### config.mk
export PLATFORM = sky130hd
export DESIGN_NAME = rfcs_top
export DESIGN_NICKNAME = d
export VERILOG_FILES = /design/src/rtl/rfcs_pkg.sv /design/src/rtl/rfcs_antenna.sv /design/src/rtl/rfcs_temp.sv /design/src/rtl/rfcs_top.sv
export SDC_FILE = /design/constraint.sdc
export NUM_CORES = 1
export LEC_CHECK = 0
export ABC_AREA = 1
export BUFFER_PORTS_ARGS = -buffer_cell sky130_fd_sc_hd__buf_2
export CAP_MARGIN = 30
export CORE_MARGIN = 2
export CORE_UTILIZATION = 59
export DETAILED_ROUTE_END_ITERATION = 7
export GPL_TIMING_DRIVEN = 0
export PLACE_DENSITY = 0.86
export RECOVER_POWER = 25
export SKIP_LAST_GASP = 1
export SYNTH_ARGS = -nofsm -noshare
export SYNTH_HDL_FRONTEND = slang
export SYNTH_SLANG_ARGS = --single-unit
### constraint.sdc
create_clock -name clk -period 5.25 [get_ports clk]
set_clock_uncertainty 0.05 [all_clocks]
set_input_delay 0 -clock clk [delete_from_list [all_inputs] [get_ports clk]]
set_output_delay 0 -clock clk [all_outputs]
set_load 0.02 [all_outputs]
### src/rtl/rfcs_pkg.sv
// rfcs_pkg: register indices, field positions, reset values and timing of the front-end control bank
// assumes: one 20 MHz clock; register byte address is four times the index
package rfcs_pkg;

	localparam int NCH   = 4;
	localparam int NWB   = 3;
	localparam int MEAS_W = 6;
	localparam int TEMP_W = 10;

	////////////////////////////////////////////////////////////////////////
	// register indices (byte address = index * 4)
	localparam logic [7:0] IDX_TEMP_HI   = 8'h04;
	localparam logic [7:0] IDX_TEMP_LO   = 8'h05;
	localparam logic [7:0] IDX_TEMP_CTL  = 8'h09;
	localparam logic [7:0] IDX_CLK_SRC   = 8'h0A;
	localparam logic [7:0] IDX_CLK_DIV   = 8'h0B;
	localparam logic [7:0] IDX_CLK_OUT   = 8'h0C;
	localparam logic [7:0] IDX_ANT_STAT  = 8'h0E;
	localparam logic [7:0] IDX_ADC_CFG   = 8'h1C;
	localparam logic [7:0] IDX_ANT_CUR   = 8'h21;
	localparam logic [7:0] IDX_ANT_CTL   = 8'h22;
	localparam logic [7:0] IDX_ADC_CFG_D = 8'h5D;
	localparam logic [7:0] CH_STRIDE     = 8'h16;

	////////////////////////////////////////////////////////////////////////
	// field positions
	localparam int ADC_ANA_B   = 0;
	localparam int ADC_LVL_B   = 2;
	localparam int ADC_MODE_B  = 4;
	localparam int ADCD_ANA_B  = 2;
	localparam int ADCD_LVL_B  = 3;
	localparam int ADCD_MODE_B = 5;
	localparam int ANT_LIM_B   = 0;
	localparam int ANT_SET_B   = 4;
	localparam int CTL_TYPE_B  = 0;
	localparam int CTL_AMPEN_B = 1;
	localparam int CTL_DET_B   = 2;
	localparam int CTL_AUTO_B  = 3;
	localparam int ST_CUR_B    = 1;
	localparam int ST_CONN_B   = 2;
	localparam int ST_AMP_B    = 6;
	localparam int CLK_SRC_B   = 0;
	localparam int CLK_TYPE_B  = 3;
	localparam int CLK_CMOS_B  = 0;
	localparam int CLK_DC_B    = 3;
	localparam int CLK_AMP_B   = 5;
	localparam int TMP_START_B = 0;
	localparam int TMP_MODE_B  = 1;

	////////////////////////////////////////////////////////////////////////
	// codes
	localparam logic [1:0] ADC_ASYNC = 2'h0;
	localparam logic [1:0] ADC_FALL  = 2'h1;
	localparam logic [1:0] ADC_RISE  = 2'h2;
	localparam logic [1:0] CLKO_CMOS = 2'h0;
	localparam logic [1:0] CLKO_ECL  = 2'h1;
	localparam logic [1:0] CLKO_LVDS = 2'h2;
	localparam logic [2:0] SRC_SYNTH_FIRST = 3'h0;
	localparam logic [3:0] MIN_PRESET = 4'h0;

	////////////////////////////////////////////////////////////////////////
	// reset values
	localparam logic [1:0] RST_ADC_MODE = 2'h1;
	localparam logic [1:0] RST_ADC_LVL  = 2'h3;
	localparam logic [3:0] RST_CUR_SET  = 4'h0;
	localparam logic [7:0] RST_CLK_DIV  = 8'h16;
	localparam logic [1:0] RST_CLK_AMP  = 2'h1;
	localparam logic [1:0] RST_CLK_DC   = 2'h0;
	localparam logic [2:0] RST_CLK_CMOS = 3'h0;

	////////////////////////////////////////////////////////////////////////
	// timing
	localparam longint CLK_HZ         = 20000000;
	localparam longint TEMP_MEAS_MS   = 17;
	localparam longint TEMP_PERIOD_MS = 20;
	localparam int TEMP_MEAS_CYC   = int'(TEMP_MEAS_MS * CLK_HZ / 1000);
	localparam int TEMP_PERIOD_CYC = int'(TEMP_PERIOD_MS * CLK_HZ / 1000);

endpackage : rfcs_pkg

### src/rtl/rfcs_antenna.sv
// rfcs_antenna: active antenna detector status and amplifier choice for one wideband channel
// assumes: measured current arrives in the same code scale as the current setting
`timescale 1ns/10ps
module rfcs_antenna (
	input  wire logic                          clk,
	input  wire logic                          reset_n,
	input  wire logic [3:0]                    cur_set,
	input  wire logic                          lim_min,
	input  wire logic                          det_en,
	input  wire logic                          auto_en,
	input  wire logic                          amp_en,
	input  wire logic                          amp_type,
	input  wire logic [rfcs_pkg::MEAS_W-1:0]   meas_cur,
	output logic                               conn_fail,
	output logic                               cur_fail,
	output logic [3:0]                         limit_preset,
	output logic                               limit_active,
	output logic [1:0]                         amp_status
);

	typedef struct packed {
		logic       conn_fail;
		logic       cur_fail;
		logic [3:0] limit_preset;
		logic       limit_active;
		logic [1:0] amp_status;
	} rfcs_ant_state_type;

	rfcs_ant_state_type state_reg;
	rfcs_ant_state_type state_next;
	logic               low_now;
	logic               high_now;

	always_comb begin
		low_now  = det_en & ({meas_cur, 2'b00} <= {4'h0, cur_set});
		high_now = det_en & ({1'b0, meas_cur} >= {2'b00, cur_set, 1'b0});
		state_next = state_reg;
		// flags follow the detector every cycle, nothing to acknowledge
		state_next.conn_fail    = low_now;
		state_next.cur_fail     = high_now;
		state_next.limit_preset = lim_min ? rfcs_pkg::MIN_PRESET : cur_set;
		state_next.limit_active = high_now;
		if (auto_en && det_en) begin
			// a connected active antenna gets the first amplifier
			state_next.amp_status = low_now ? 2'b10 : 2'b01;
		end else begin
			state_next.amp_status = {amp_en & amp_type, amp_en & ~amp_type};
		end
	end

	always_ff @(posedge clk) begin
		if (!reset_n) begin
			state_reg <= '0;
		end else begin
			state_reg <= state_next;
		end
	end

	assign conn_fail    = state_reg.conn_fail;
	assign cur_fail     = state_reg.cur_fail;
	assign limit_preset = state_reg.limit_preset;
	assign limit_active = state_reg.limit_active;
	assign amp_status   = state_reg.amp_status;

endmodule : rfcs_antenna

### src/rtl/rfcs_temp.sv
// rfcs_temp: single or continuous temperature measurement sequencer
// assumes: sensor value is stable by the end of the measurement time
`timescale 1ns/10ps
module rfcs_temp #(
	parameter int MEAS_CYC   = rfcs_pkg::TEMP_MEAS_CYC,
	parameter int PERIOD_CYC = rfcs_pkg::TEMP_PERIOD_CYC
) (
	input  wire logic                        clk,
	input  wire logic                        reset_n,
	input  wire logic                        start,
	input  wire logic                        cont_mode,
	input  wire logic [rfcs_pkg::TEMP_W-1:0] sensor_value,
	output logic                             finish,
	output logic                             sense_en,
	output logic [rfcs_pkg::TEMP_W-1:0]      result
);

	typedef enum logic [1:0] {
		TS_IDLE,
		TS_MEAS,
		TS_WAIT
	} rfcs_tstate_type;

	typedef struct packed {
		rfcs_tstate_type             st;
		logic [31:0]                 cnt;
		logic                        finish;
		logic [rfcs_pkg::TEMP_W-1:0] result;
	} rfcs_temp_state_type;

	rfcs_temp_state_type state_reg;
	rfcs_temp_state_type state_next;

	always_comb begin
		state_next        = state_reg;
		state_next.finish = 1'b0;
		state_next.cnt    = state_reg.cnt + 32'h1;
		case (state_reg.st)
			TS_IDLE: begin
				state_next.cnt = '0;
				if (start && !state_reg.finish) begin
					state_next.st = TS_MEAS;
				end
			end
			TS_MEAS: begin
				if (state_reg.cnt == 32'(MEAS_CYC - 1)) begin
					state_next.result = sensor_value;
					state_next.cnt    = '0;
					if (cont_mode) begin
						state_next.st = TS_WAIT;
					end else begin
						state_next.st     = TS_IDLE;
						state_next.finish = 1'b1;
					end
				end
			end
			TS_WAIT: begin
				if (!cont_mode) begin
					state_next.st     = TS_IDLE;
					state_next.finish = 1'b1;
				end else if (state_reg.cnt == 32'(PERIOD_CYC - MEAS_CYC - 1)) begin
					state_next.st  = TS_MEAS;
					state_next.cnt = '0;
				end
			end
			default: begin
				state_next.st = TS_IDLE;
			end
		endcase
	end

	always_ff @(posedge clk) begin
		if (!reset_n) begin
			state_reg <= '{st: TS_IDLE, default: '0};
		end else begin
			state_reg <= state_next;
		end
	end

	assign finish   = state_reg.finish;
	assign sense_en = (state_reg.st == TS_MEAS);
	assign result   = state_reg.result;

endmodule : rfcs_temp

### src/rtl/rfcs_top.sv
// rfcs_top: configuration and status bank of a multi-channel receiver front end, APB slave
// assumes: apb master obeys setup/access phases; detector and sensor inputs synchronous to clk
`timescale 1ns/10ps
module rfcs_top #(
	parameter int TEMP_MEAS_CYCLES   = rfcs_pkg::TEMP_MEAS_CYC,
	parameter int TEMP_PERIOD_CYCLES = rfcs_pkg::TEMP_PERIOD_CYC
) (
	input  wire logic                                   clk,
	input  wire logic                                   reset_n,
	input  wire logic                                   psel,
	input  wire logic                                   penable,
	input  wire logic                                   pwrite,
	input  wire logic [9:0]                             paddr,
	input  wire logic [31:0]                            pwdata,
	output logic [31:0]                                 prdata,
	output logic                                        pready,
	output logic                                        pslverr,
	input  wire logic [rfcs_pkg::NWB-1:0][rfcs_pkg::MEAS_W-1:0] ant_meas_cur,
	input  wire logic [rfcs_pkg::TEMP_W-1:0]            temp_sensor_value,
	output logic [rfcs_pkg::NCH-1:0]                    adc_analog_sel,
	output logic [rfcs_pkg::NCH-1:0][1:0]               adc_clk_mode,
	output logic [rfcs_pkg::NCH-1:0]                    adc_sample_clk_en,
	output logic [rfcs_pkg::NCH-1:0][1:0]               adc_high_level,
	output logic [rfcs_pkg::NWB-1:0]                    ant_conn_fail,
	output logic [rfcs_pkg::NWB-1:0]                    ant_cur_fail,
	output logic [rfcs_pkg::NWB-1:0][3:0]               ant_limit_preset,
	output logic [rfcs_pkg::NWB-1:0]                    ant_limit_active,
	output logic [rfcs_pkg::NWB-1:0]                    first_input_amplifier_on,
	output logic [rfcs_pkg::NWB-1:0]                    second_input_amplifier_on,
	output logic [2:0]                                  clk_src_sel,
	output logic [7:0]                                  clk_div,
	output logic [1:0]                                  clk_out_type,
	output logic [1:0]                                  clk_amp,
	output logic [1:0]                                  clk_ecl_dc,
	output logic [2:0]                                  clk_cmos_level,
	output logic                                        temp_sense_en
);

	localparam int NCH = rfcs_pkg::NCH;
	localparam int NWB = rfcs_pkg::NWB;

	typedef struct packed {
		logic [NCH-1:0]      analog;
		logic [NCH-1:0][1:0] adc_mode;
		logic [NCH-1:0][1:0] adc_lvl;
		logic [NWB-1:0][3:0] cur_set;
		logic [NWB-1:0]      lim_min;
		logic [NWB-1:0]      auto_en;
		logic [NWB-1:0]      det_en;
		logic [NWB-1:0]      amp_en;
		logic [NWB-1:0]      amp_type;
		logic [2:0]          clk_src;
		logic [7:0]          clk_div;
		logic [1:0]          clk_type;
		logic [1:0]          clk_amp;
		logic [1:0]          clk_dc;
		logic [2:0]          clk_cmos;
		logic                temp_mode;
		logic                temp_start;
		logic [31:0]         rdata;
		logic                err;
	} rfcs_top_state_type;

	rfcs_top_state_type              state_reg;
	rfcs_top_state_type              state_next;
	logic [7:0]                      idx;
	logic                            setup;
	logic                            wr;
	logic                            hit;
	logic [31:0]                     rval;
	logic                            temp_finish;
	logic [rfcs_pkg::TEMP_W-1:0]     temp_result;
	logic [NWB-1:0][1:0]             amp_status;

	////////////////////////////////////////////////////////////////////////
	// read decode; address taken in the setup phase
	assign idx   = paddr[9:2];
	assign setup = psel & ~penable;
	assign wr    = psel & penable & pwrite;

	always_comb begin
		hit  = 1'b0;
		rval = '0;
		case (idx)
			rfcs_pkg::IDX_TEMP_HI: begin
				hit  = 1'b1;
				rval = {30'h0, temp_result[9:8]};
			end
			rfcs_pkg::IDX_TEMP_LO: begin
				hit  = 1'b1;
				rval = {24'h0, temp_result[7:0]};
			end
			rfcs_pkg::IDX_TEMP_CTL: begin
				hit = 1'b1;
				rval[rfcs_pkg::TMP_MODE_B]  = state_reg.temp_mode;
				rval[rfcs_pkg::TMP_START_B] = state_reg.temp_start;
			end
			rfcs_pkg::IDX_CLK_SRC: begin
				hit = 1'b1;
				rval[rfcs_pkg::CLK_SRC_B+:3]  = state_reg.clk_src;
				rval[rfcs_pkg::CLK_TYPE_B+:2] = state_reg.clk_type;
			end
			rfcs_pkg::IDX_CLK_DIV: begin
				hit  = 1'b1;
				rval = {24'h0, state_reg.clk_div};
			end
			rfcs_pkg::IDX_CLK_OUT: begin
				hit = 1'b1;
				rval[rfcs_pkg::CLK_AMP_B+:2]  = state_reg.clk_amp;
				rval[rfcs_pkg::CLK_DC_B+:2]   = state_reg.clk_dc;
				rval[rfcs_pkg::CLK_CMOS_B+:3] = state_reg.clk_cmos;
			end
			rfcs_pkg::IDX_ADC_CFG_D: begin
				hit = 1'b1;
				rval[rfcs_pkg::ADCD_ANA_B]    = state_reg.analog[NCH-1];
				rval[rfcs_pkg::ADCD_LVL_B+:2]  = state_reg.adc_lvl[NCH-1];
				rval[rfcs_pkg::ADCD_MODE_B+:2] = state_reg.adc_mode[NCH-1];
			end
			default: begin
				hit  = 1'b0;
				rval = '0;
			end
		endcase
		for (int c = 0; c < NWB; c++) begin
			if (idx == rfcs_pkg::IDX_ADC_CFG + 8'(c) * rfcs_pkg::CH_STRIDE) begin
				hit = 1'b1;
				rval[rfcs_pkg::ADC_ANA_B]    = state_reg.analog[c];
				rval[rfcs_pkg::ADC_LVL_B+:2]  = state_reg.adc_lvl[c];
				rval[rfcs_pkg::ADC_MODE_B+:2] = state_reg.adc_mode[c];
			end
			if (idx == rfcs_pkg::IDX_ANT_CUR + 8'(c) * rfcs_pkg::CH_STRIDE) begin
				hit = 1'b1;
				rval[rfcs_pkg::ANT_SET_B+:4] = state_reg.cur_set[c];
				rval[rfcs_pkg::ANT_LIM_B]    = state_reg.lim_min[c];
			end
			if (idx == rfcs_pkg::IDX_ANT_CTL + 8'(c) * rfcs_pkg::CH_STRIDE) begin
				hit = 1'b1;
				rval[rfcs_pkg::CTL_AUTO_B]  = state_reg.auto_en[c];
				rval[rfcs_pkg::CTL_DET_B]   = state_reg.det_en[c];
				rval[rfcs_pkg::CTL_AMPEN_B] = state_reg.amp_en[c];
				rval[rfcs_pkg::CTL_TYPE_B]  = state_reg.amp_type[c];
			end
			if (idx == rfcs_pkg::IDX_ANT_STAT + 8'(c) * rfcs_pkg::CH_STRIDE) begin
				hit = 1'b1;
				rval[rfcs_pkg::ST_AMP_B+:2] = amp_status[c];
				rval[rfcs_pkg::ST_CONN_B]   = ant_conn_fail[c];
				rval[rfcs_pkg::ST_CUR_B]    = ant_cur_fail[c];
			end
		end
		// misaligned byte address is treated as unmapped
		if (paddr[1:0] != 2'h0) begin
			hit = 1'b0;
		end
	end

	////////////////////////////////////////////////////////////////////////
	// next state
	always_comb begin
		state_next = state_reg;
		// hardware clear first so a software start in the same cycle wins
		if (temp_finish) begin
			state_next.temp_start = 1'b0;
		end
		if (setup) begin
			state_next.rdata = hit ? rval : 32'h0;
			state_next.err   = ~hit;
		end
		if (wr && !state_reg.err) begin
			case (idx)
				rfcs_pkg::IDX_TEMP_CTL: begin
					state_next.temp_mode = pwdata[rfcs_pkg::TMP_MODE_B];
					if (pwdata[rfcs_pkg::TMP_START_B]) begin
						state_next.temp_start = 1'b1;
					end
				end
				rfcs_pkg::IDX_CLK_SRC: begin
					state_next.clk_src  = pwdata[rfcs_pkg::CLK_SRC_B+:3];
					state_next.clk_type = pwdata[rfcs_pkg::CLK_TYPE_B+:2];
				end
				rfcs_pkg::IDX_CLK_DIV: begin
					state_next.clk_div = pwdata[7:0];
				end
				rfcs_pkg::IDX_CLK_OUT: begin
					state_next.clk_amp  = pwdata[rfcs_pkg::CLK_AMP_B+:2];
					state_next.clk_dc   = pwdata[rfcs_pkg::CLK_DC_B+:2];
					state_next.clk_cmos = pwdata[rfcs_pkg::CLK_CMOS_B+:3];
				end
				rfcs_pkg::IDX_ADC_CFG_D: begin
					state_next.analog[NCH-1]   = pwdata[rfcs_pkg::ADCD_ANA_B];
					state_next.adc_lvl[NCH-1]  = pwdata[rfcs_pkg::ADCD_LVL_B+:2];
					state_next.adc_mode[NCH-1] = pwdata[rfcs_pkg::ADCD_MODE_B+:2];
				end
				default: begin
				end
			endcase
			for (int c = 0; c < NWB; c++) begin
				if (idx == rfcs_pkg::IDX_ADC_CFG + 8'(c) * rfcs_pkg::CH_STRIDE) begin
					state_next.analog[c]   = pwdata[rfcs_pkg::ADC_ANA_B];
					state_next.adc_lvl[c]  = pwdata[rfcs_pkg::ADC_LVL_B+:2];
					state_next.adc_mode[c] = pwdata[rfcs_pkg::ADC_MODE_B+:2];
				end
				if (idx == rfcs_pkg::IDX_ANT_CUR + 8'(c) * rfcs_pkg::CH_STRIDE) begin
					state_next.cur_set[c] = pwdata[rfcs_pkg::ANT_SET_B+:4];
					state_next.lim_min[c] = pwdata[rfcs_pkg::ANT_LIM_B];
				end
				if (idx == rfcs_pkg::IDX_ANT_CTL + 8'(c) * rfcs_pkg::CH_STRIDE) begin
					// all four bits land together on every write, so the ordered manual sequence works
					state_next.auto_en[c]  = pwdata[rfcs_pkg::CTL_AUTO_B];
					state_next.det_en[c]   = pwdata[rfcs_pkg::CTL_DET_B];
					state_next.amp_en[c]   = pwdata[rfcs_pkg::CTL_AMPEN_B];
					state_next.amp_type[c] = pwdata[rfcs_pkg::CTL_TYPE_B];
				end
			end
		end
	end

	always_ff @(posedge clk) begin
		if (!reset_n) begin
			state_reg          <= '0;
			state_reg.adc_mode <= {NCH{rfcs_pkg::RST_ADC_MODE}};
			state_reg.adc_lvl  <= {NCH{rfcs_pkg::RST_ADC_LVL}};
			state_reg.cur_set  <= {NWB{rfcs_pkg::RST_CUR_SET}};
			state_reg.auto_en  <= '1;
			state_reg.det_en   <= '1;
			state_reg.amp_en   <= '1;
			state_reg.clk_src  <= rfcs_pkg::SRC_SYNTH_FIRST;
			state_reg.clk_div  <= rfcs_pkg::RST_CLK_DIV;
			state_reg.clk_type <= rfcs_pkg::CLKO_LVDS;
			state_reg.clk_amp  <= rfcs_pkg::RST_CLK_AMP;
			state_reg.clk_dc   <= rfcs_pkg::RST_CLK_DC;
			state_reg.clk_cmos <= rfcs_pkg::RST_CLK_CMOS;
		end else begin
			state_reg <= state_next;
		end
	end

	////////////////////////////////////////////////////////////////////////
	// detector per wideband channel
	for (genvar g = 0; g < NWB; g++) begin : g_ant
		rfcs_antenna u_ant (
			.clk          (clk),
			.reset_n      (reset_n),
			.cur_set      (state_reg.cur_set[g]),
			.lim_min      (state_reg.lim_min[g]),
			.det_en       (state_reg.det_en[g]),
			.auto_en      (state_reg.auto_en[g]),
			.amp_en       (state_reg.amp_en[g]),
			.amp_type     (state_reg.amp_type[g]),
			.meas_cur     (ant_meas_cur[g]),
			.conn_fail    (ant_conn_fail[g]),
			.cur_fail     (ant_cur_fail[g]),
			.limit_preset (ant_limit_preset[g]),
			.limit_active (ant_limit_active[g]),
			.amp_status   (amp_status[g])
		);
		assign first_input_amplifier_on[g]  = amp_status[g][0];
		assign second_input_amplifier_on[g] = amp_status[g][1];
	end

	////////////////////////////////////////////////////////////////////////
	// temperature sequencer
	rfcs_temp #(
		.MEAS_CYC   (TEMP_MEAS_CYCLES),
		.PERIOD_CYC (TEMP_PERIOD_CYCLES)
	) u_temp (
		.clk          (clk),
		.reset_n      (reset_n),
		.start        (state_reg.temp_start),
		.cont_mode    (state_reg.temp_mode),
		.sensor_value (temp_sensor_value),
		.finish       (temp_finish),
		.sense_en     (temp_sense_en),
		.result       (temp_result)
	);

	////////////////////////////////////////////////////////////////////////
	// outputs
	always_comb begin
		for (int c = 0; c < NCH; c++) begin
			// comparators run free in async mode; correlator resamples
			adc_sample_clk_en[c] = (state_reg.adc_mode[c] != rfcs_pkg::ADC_ASYNC);
		end
	end

	assign adc_analog_sel = state_reg.analog;
	assign adc_clk_mode   = state_reg.adc_mode;
	assign adc_high_level = state_reg.adc_lvl;
	assign clk_src_sel    = state_reg.clk_src;
	assign clk_div        = state_reg.clk_div;
	assign clk_out_type   = state_reg.clk_type;
	assign clk_amp        = state_reg.clk_amp;
	assign clk_ecl_dc     = state_reg.clk_dc;
	assign clk_cmos_level = state_reg.clk_cmos;
	assign prdata         = state_reg.rdata;
	assign pslverr        = state_reg.err & psel & penable;
	// zero wait: read data is captured in the setup phase
	assign pready         = 1'b1;

endmodule : rfcs_top

==> impl_metrics.tcl <==
set metrics [dict create \
    status "finished clean" \
    final_layout_size_suffix_gt1_share_pct 17.2 \
    fmax_mhz 419 \
    synth.avg_cell_area_um2 7.07 \
    initial_utilization_pct 59.8 \
    largest_reg_flops 34 \
    synth_common_cells "nand2_1, inv_1, dfxtp_1" \
    relSlewSlack_pct 39.8 \
    period_minus_slack_ps 2380 \
    rsz0062_at_grt "false" \
    grt_pass1_wl_um 36500 \
    synth-edff-count 0 \
    coreArea_um2 13100 \
    grtUsageTotal_pct 32.6 \
    syn_area_um2 7830 \
    n_antenna_cell 0 \
    fp.dieH_um 119 \
    cts_tree "yes" \
    hold_ws_ps 6.79 \
    grt_overflow_total 0 \
    synth_seq_area_share_pct 37.6 \
    vias 7994 \
    cts_setup_buffers 0 \
    numCtsBuffers 17 \
    required_ps 5560 \
    fin_area_um2 9600 \
    switching_share_pct 24.6 \
    drtIter0Drc 773 \
    yosysUniqueCellTypes 40 \
    ys.flop_type "dfxtp_1" \
    power.total_mw 2.48 \
    startpoint_type "primary input" \
    worst_setup_path_end_kind "flop" \
    p_clk_share_pct 46.6 \
    grt_max_degree 17 \
    arrival_ps 2690 \
    die_w_um 119 \
    layoutNonFillerInstCount 1498 \
    fin_setup_tns_ps 0 \
    cts_root_buffer "clkbuf_16" \
    ir_worst_vdd_uv 298 \
    final-hold-violation-count 0 \
    area_growth_pct 22.6 \
    maxCapViolCount 0 \
    finalMaxSlewViolations 0 \
    gp_routability_congestion 0.985 \
    viasPerCell 5.34 \
    place_hpwl_um 16900 \
    drc_errors 0 \
    p_per_area_nw_per_um2 258 \
    place_inst 1435 \
    drt_wl_total_um 23300 \
    io_buffer_count 128 \
    leakage_nw 4.25 \
    min_path_type "in2reg" \
    antenna_found_initial 0 \
    clk_latency_ps 430 \
    pwr-share-comb_pct 7.9 \
    rows 42 \
    dp_slack_ps 2980 \
    synthCells 1108 \
    io_pins 181 \
    grt_pass1_vias 7344 \
    hold_depth 4 \
    ys_async_sr_fraction_pct 0 \
    setup_viol 0 \
    seqPwrFrac_pct 45.4 \
    cts_buffer_depth 2 \
    yosys.area.top_type_share_pct 37.6 \
    reg2reg_depth 7 \
    worst_pin_slew_ps 896 \
    die-area_um2 14200 \
    wire_per_inst_um 15.6 \
    post-route-period-util_pct 45.4 \
    final_util_pct 73.3 \
    first_pass_iters 5 \
    nets 1407 \
    yosys.area.top_type "dfxtp_1" \
    crit_fanout 7 \
    cell_internal_pwr_mw 1.87 \
    h-tree-depth 4 \
    synthTopCellsByArea "dfxtp_1, nand2_1, buf_4" \
    synth-warning-count 0 \
    yosysMostFrequentCell "nand2_1" \
    crit_type "in2reg" \
    dpl_cell_area_um2 8780 \
    ys_seq_elements 147 \
    ant_nets 0 \
    clk_pin_slew_ps 60 \
    fin_ws_ps 2870 \
    cts_sinks 147 \
    switchingPower_mw 0.610 \
]
metal layers:
| metal | GRT usage, % | share of wire [%] |
|---|---|---|
| met2 | 53.0 | 45 |
| met5 | 0 | 0 |
| met4 | 12.0 | 3.2 |
| met3 | 8.38 | 10 |
| met1 | 41.8 | 41 |
cell type report:
| cell class | instances | area, um^2 |
|---|---|---|
| buffer | 103 | 702 |
| multi-input combinational | 720 | 3670 |
| timing repair buffer | 159 | 895 |
| tap | 176 | 220 |
| clock inverter | 12 | 109 |
| sequential | 147 | 2940 |
| clock buffer | 20 | 457 |
| inverter | 161 | 604 |
| fill | 1039 | 3490 |
cell usage in the layout, fill, tap and decap left out, types with 4 or more instances in the layout:
cell type,count
clkinv_4,5
o22ai_1,8
nand3_1,54
nor2_2,8
inv_1,157
nor2_1,134
buf_2,86
dfxtp_1,147
clkbuf_16,17
dlygate4sd3_1,31
ha_1,23
buf_4,83
clkbuf_1,61
conb_1,25
nor3_1,33
xor2_1,17
o21ai_0,78
a211oi_1,11
a21oi_1,80
clkinv_2,4
o211ai_1,11
nand2_1,183
nand4_1,18
nor4_1,8
kinds of logic (layout without fill, tap and decap cells):
family | Yosys count | in the layout | share of synthesized area (%)
AOI/OAI and AO/OA | 194 | 194 | 13.5
xor gates and xnor gates | 20 | 20 | 2.24
adders and majority gates | 23 | 23 | 3.68
buffers and inverters | 264 | 455 | 16.7
DFF | 147 | 147 | 37.6
other | 2 | 25 | 0.0959
and+or+nand+nor | 458 | 458 | 26.3
power by group through the flow:
stage,clock network (mW),registers (mW),logic (mW)
2_1_floorplan,0,1.15,0.109
3_3_place_gp,0,1.15,0.171
3_5_place_dp,0,1.15,0.173
4_1_cts,1.16,1.13,0.190
5_1_grt,1.21,1.13,0.211
6_report,1.16,1.13,0.196
worst max-delay path, cell delays in order:
cell and delay (ps):
dlygate4sd3_1 550, buf_2 150, nor2_1 240, inv_1 200
nor3_1 240, dlygate4sd3_1 640, nand2_2 110, inv_1 150
nand2_1 70, nor2_1 210, nor2_1 60, nor2_1 70
worst paths after layout:
kind                    start                 endpoint  slack, ps
min          ant_meas_cur[16]  g_ant[2].u_ant.cur_fail          7
max reg2reg      state_reg[0]          adc_clk_mode[2]       2900
min reg2reg  u_temp.result[0]         u_temp.result[0]        410
max                   penable                prdata[5]       2870
repair_timing:
action | 4_1_cts | 5_1_grt
hold buffers | 31 | 0
hold endpoints to repair | 45 | 0
gates resized for setup | 0 | 0
(Power assumes the default switching activity.)
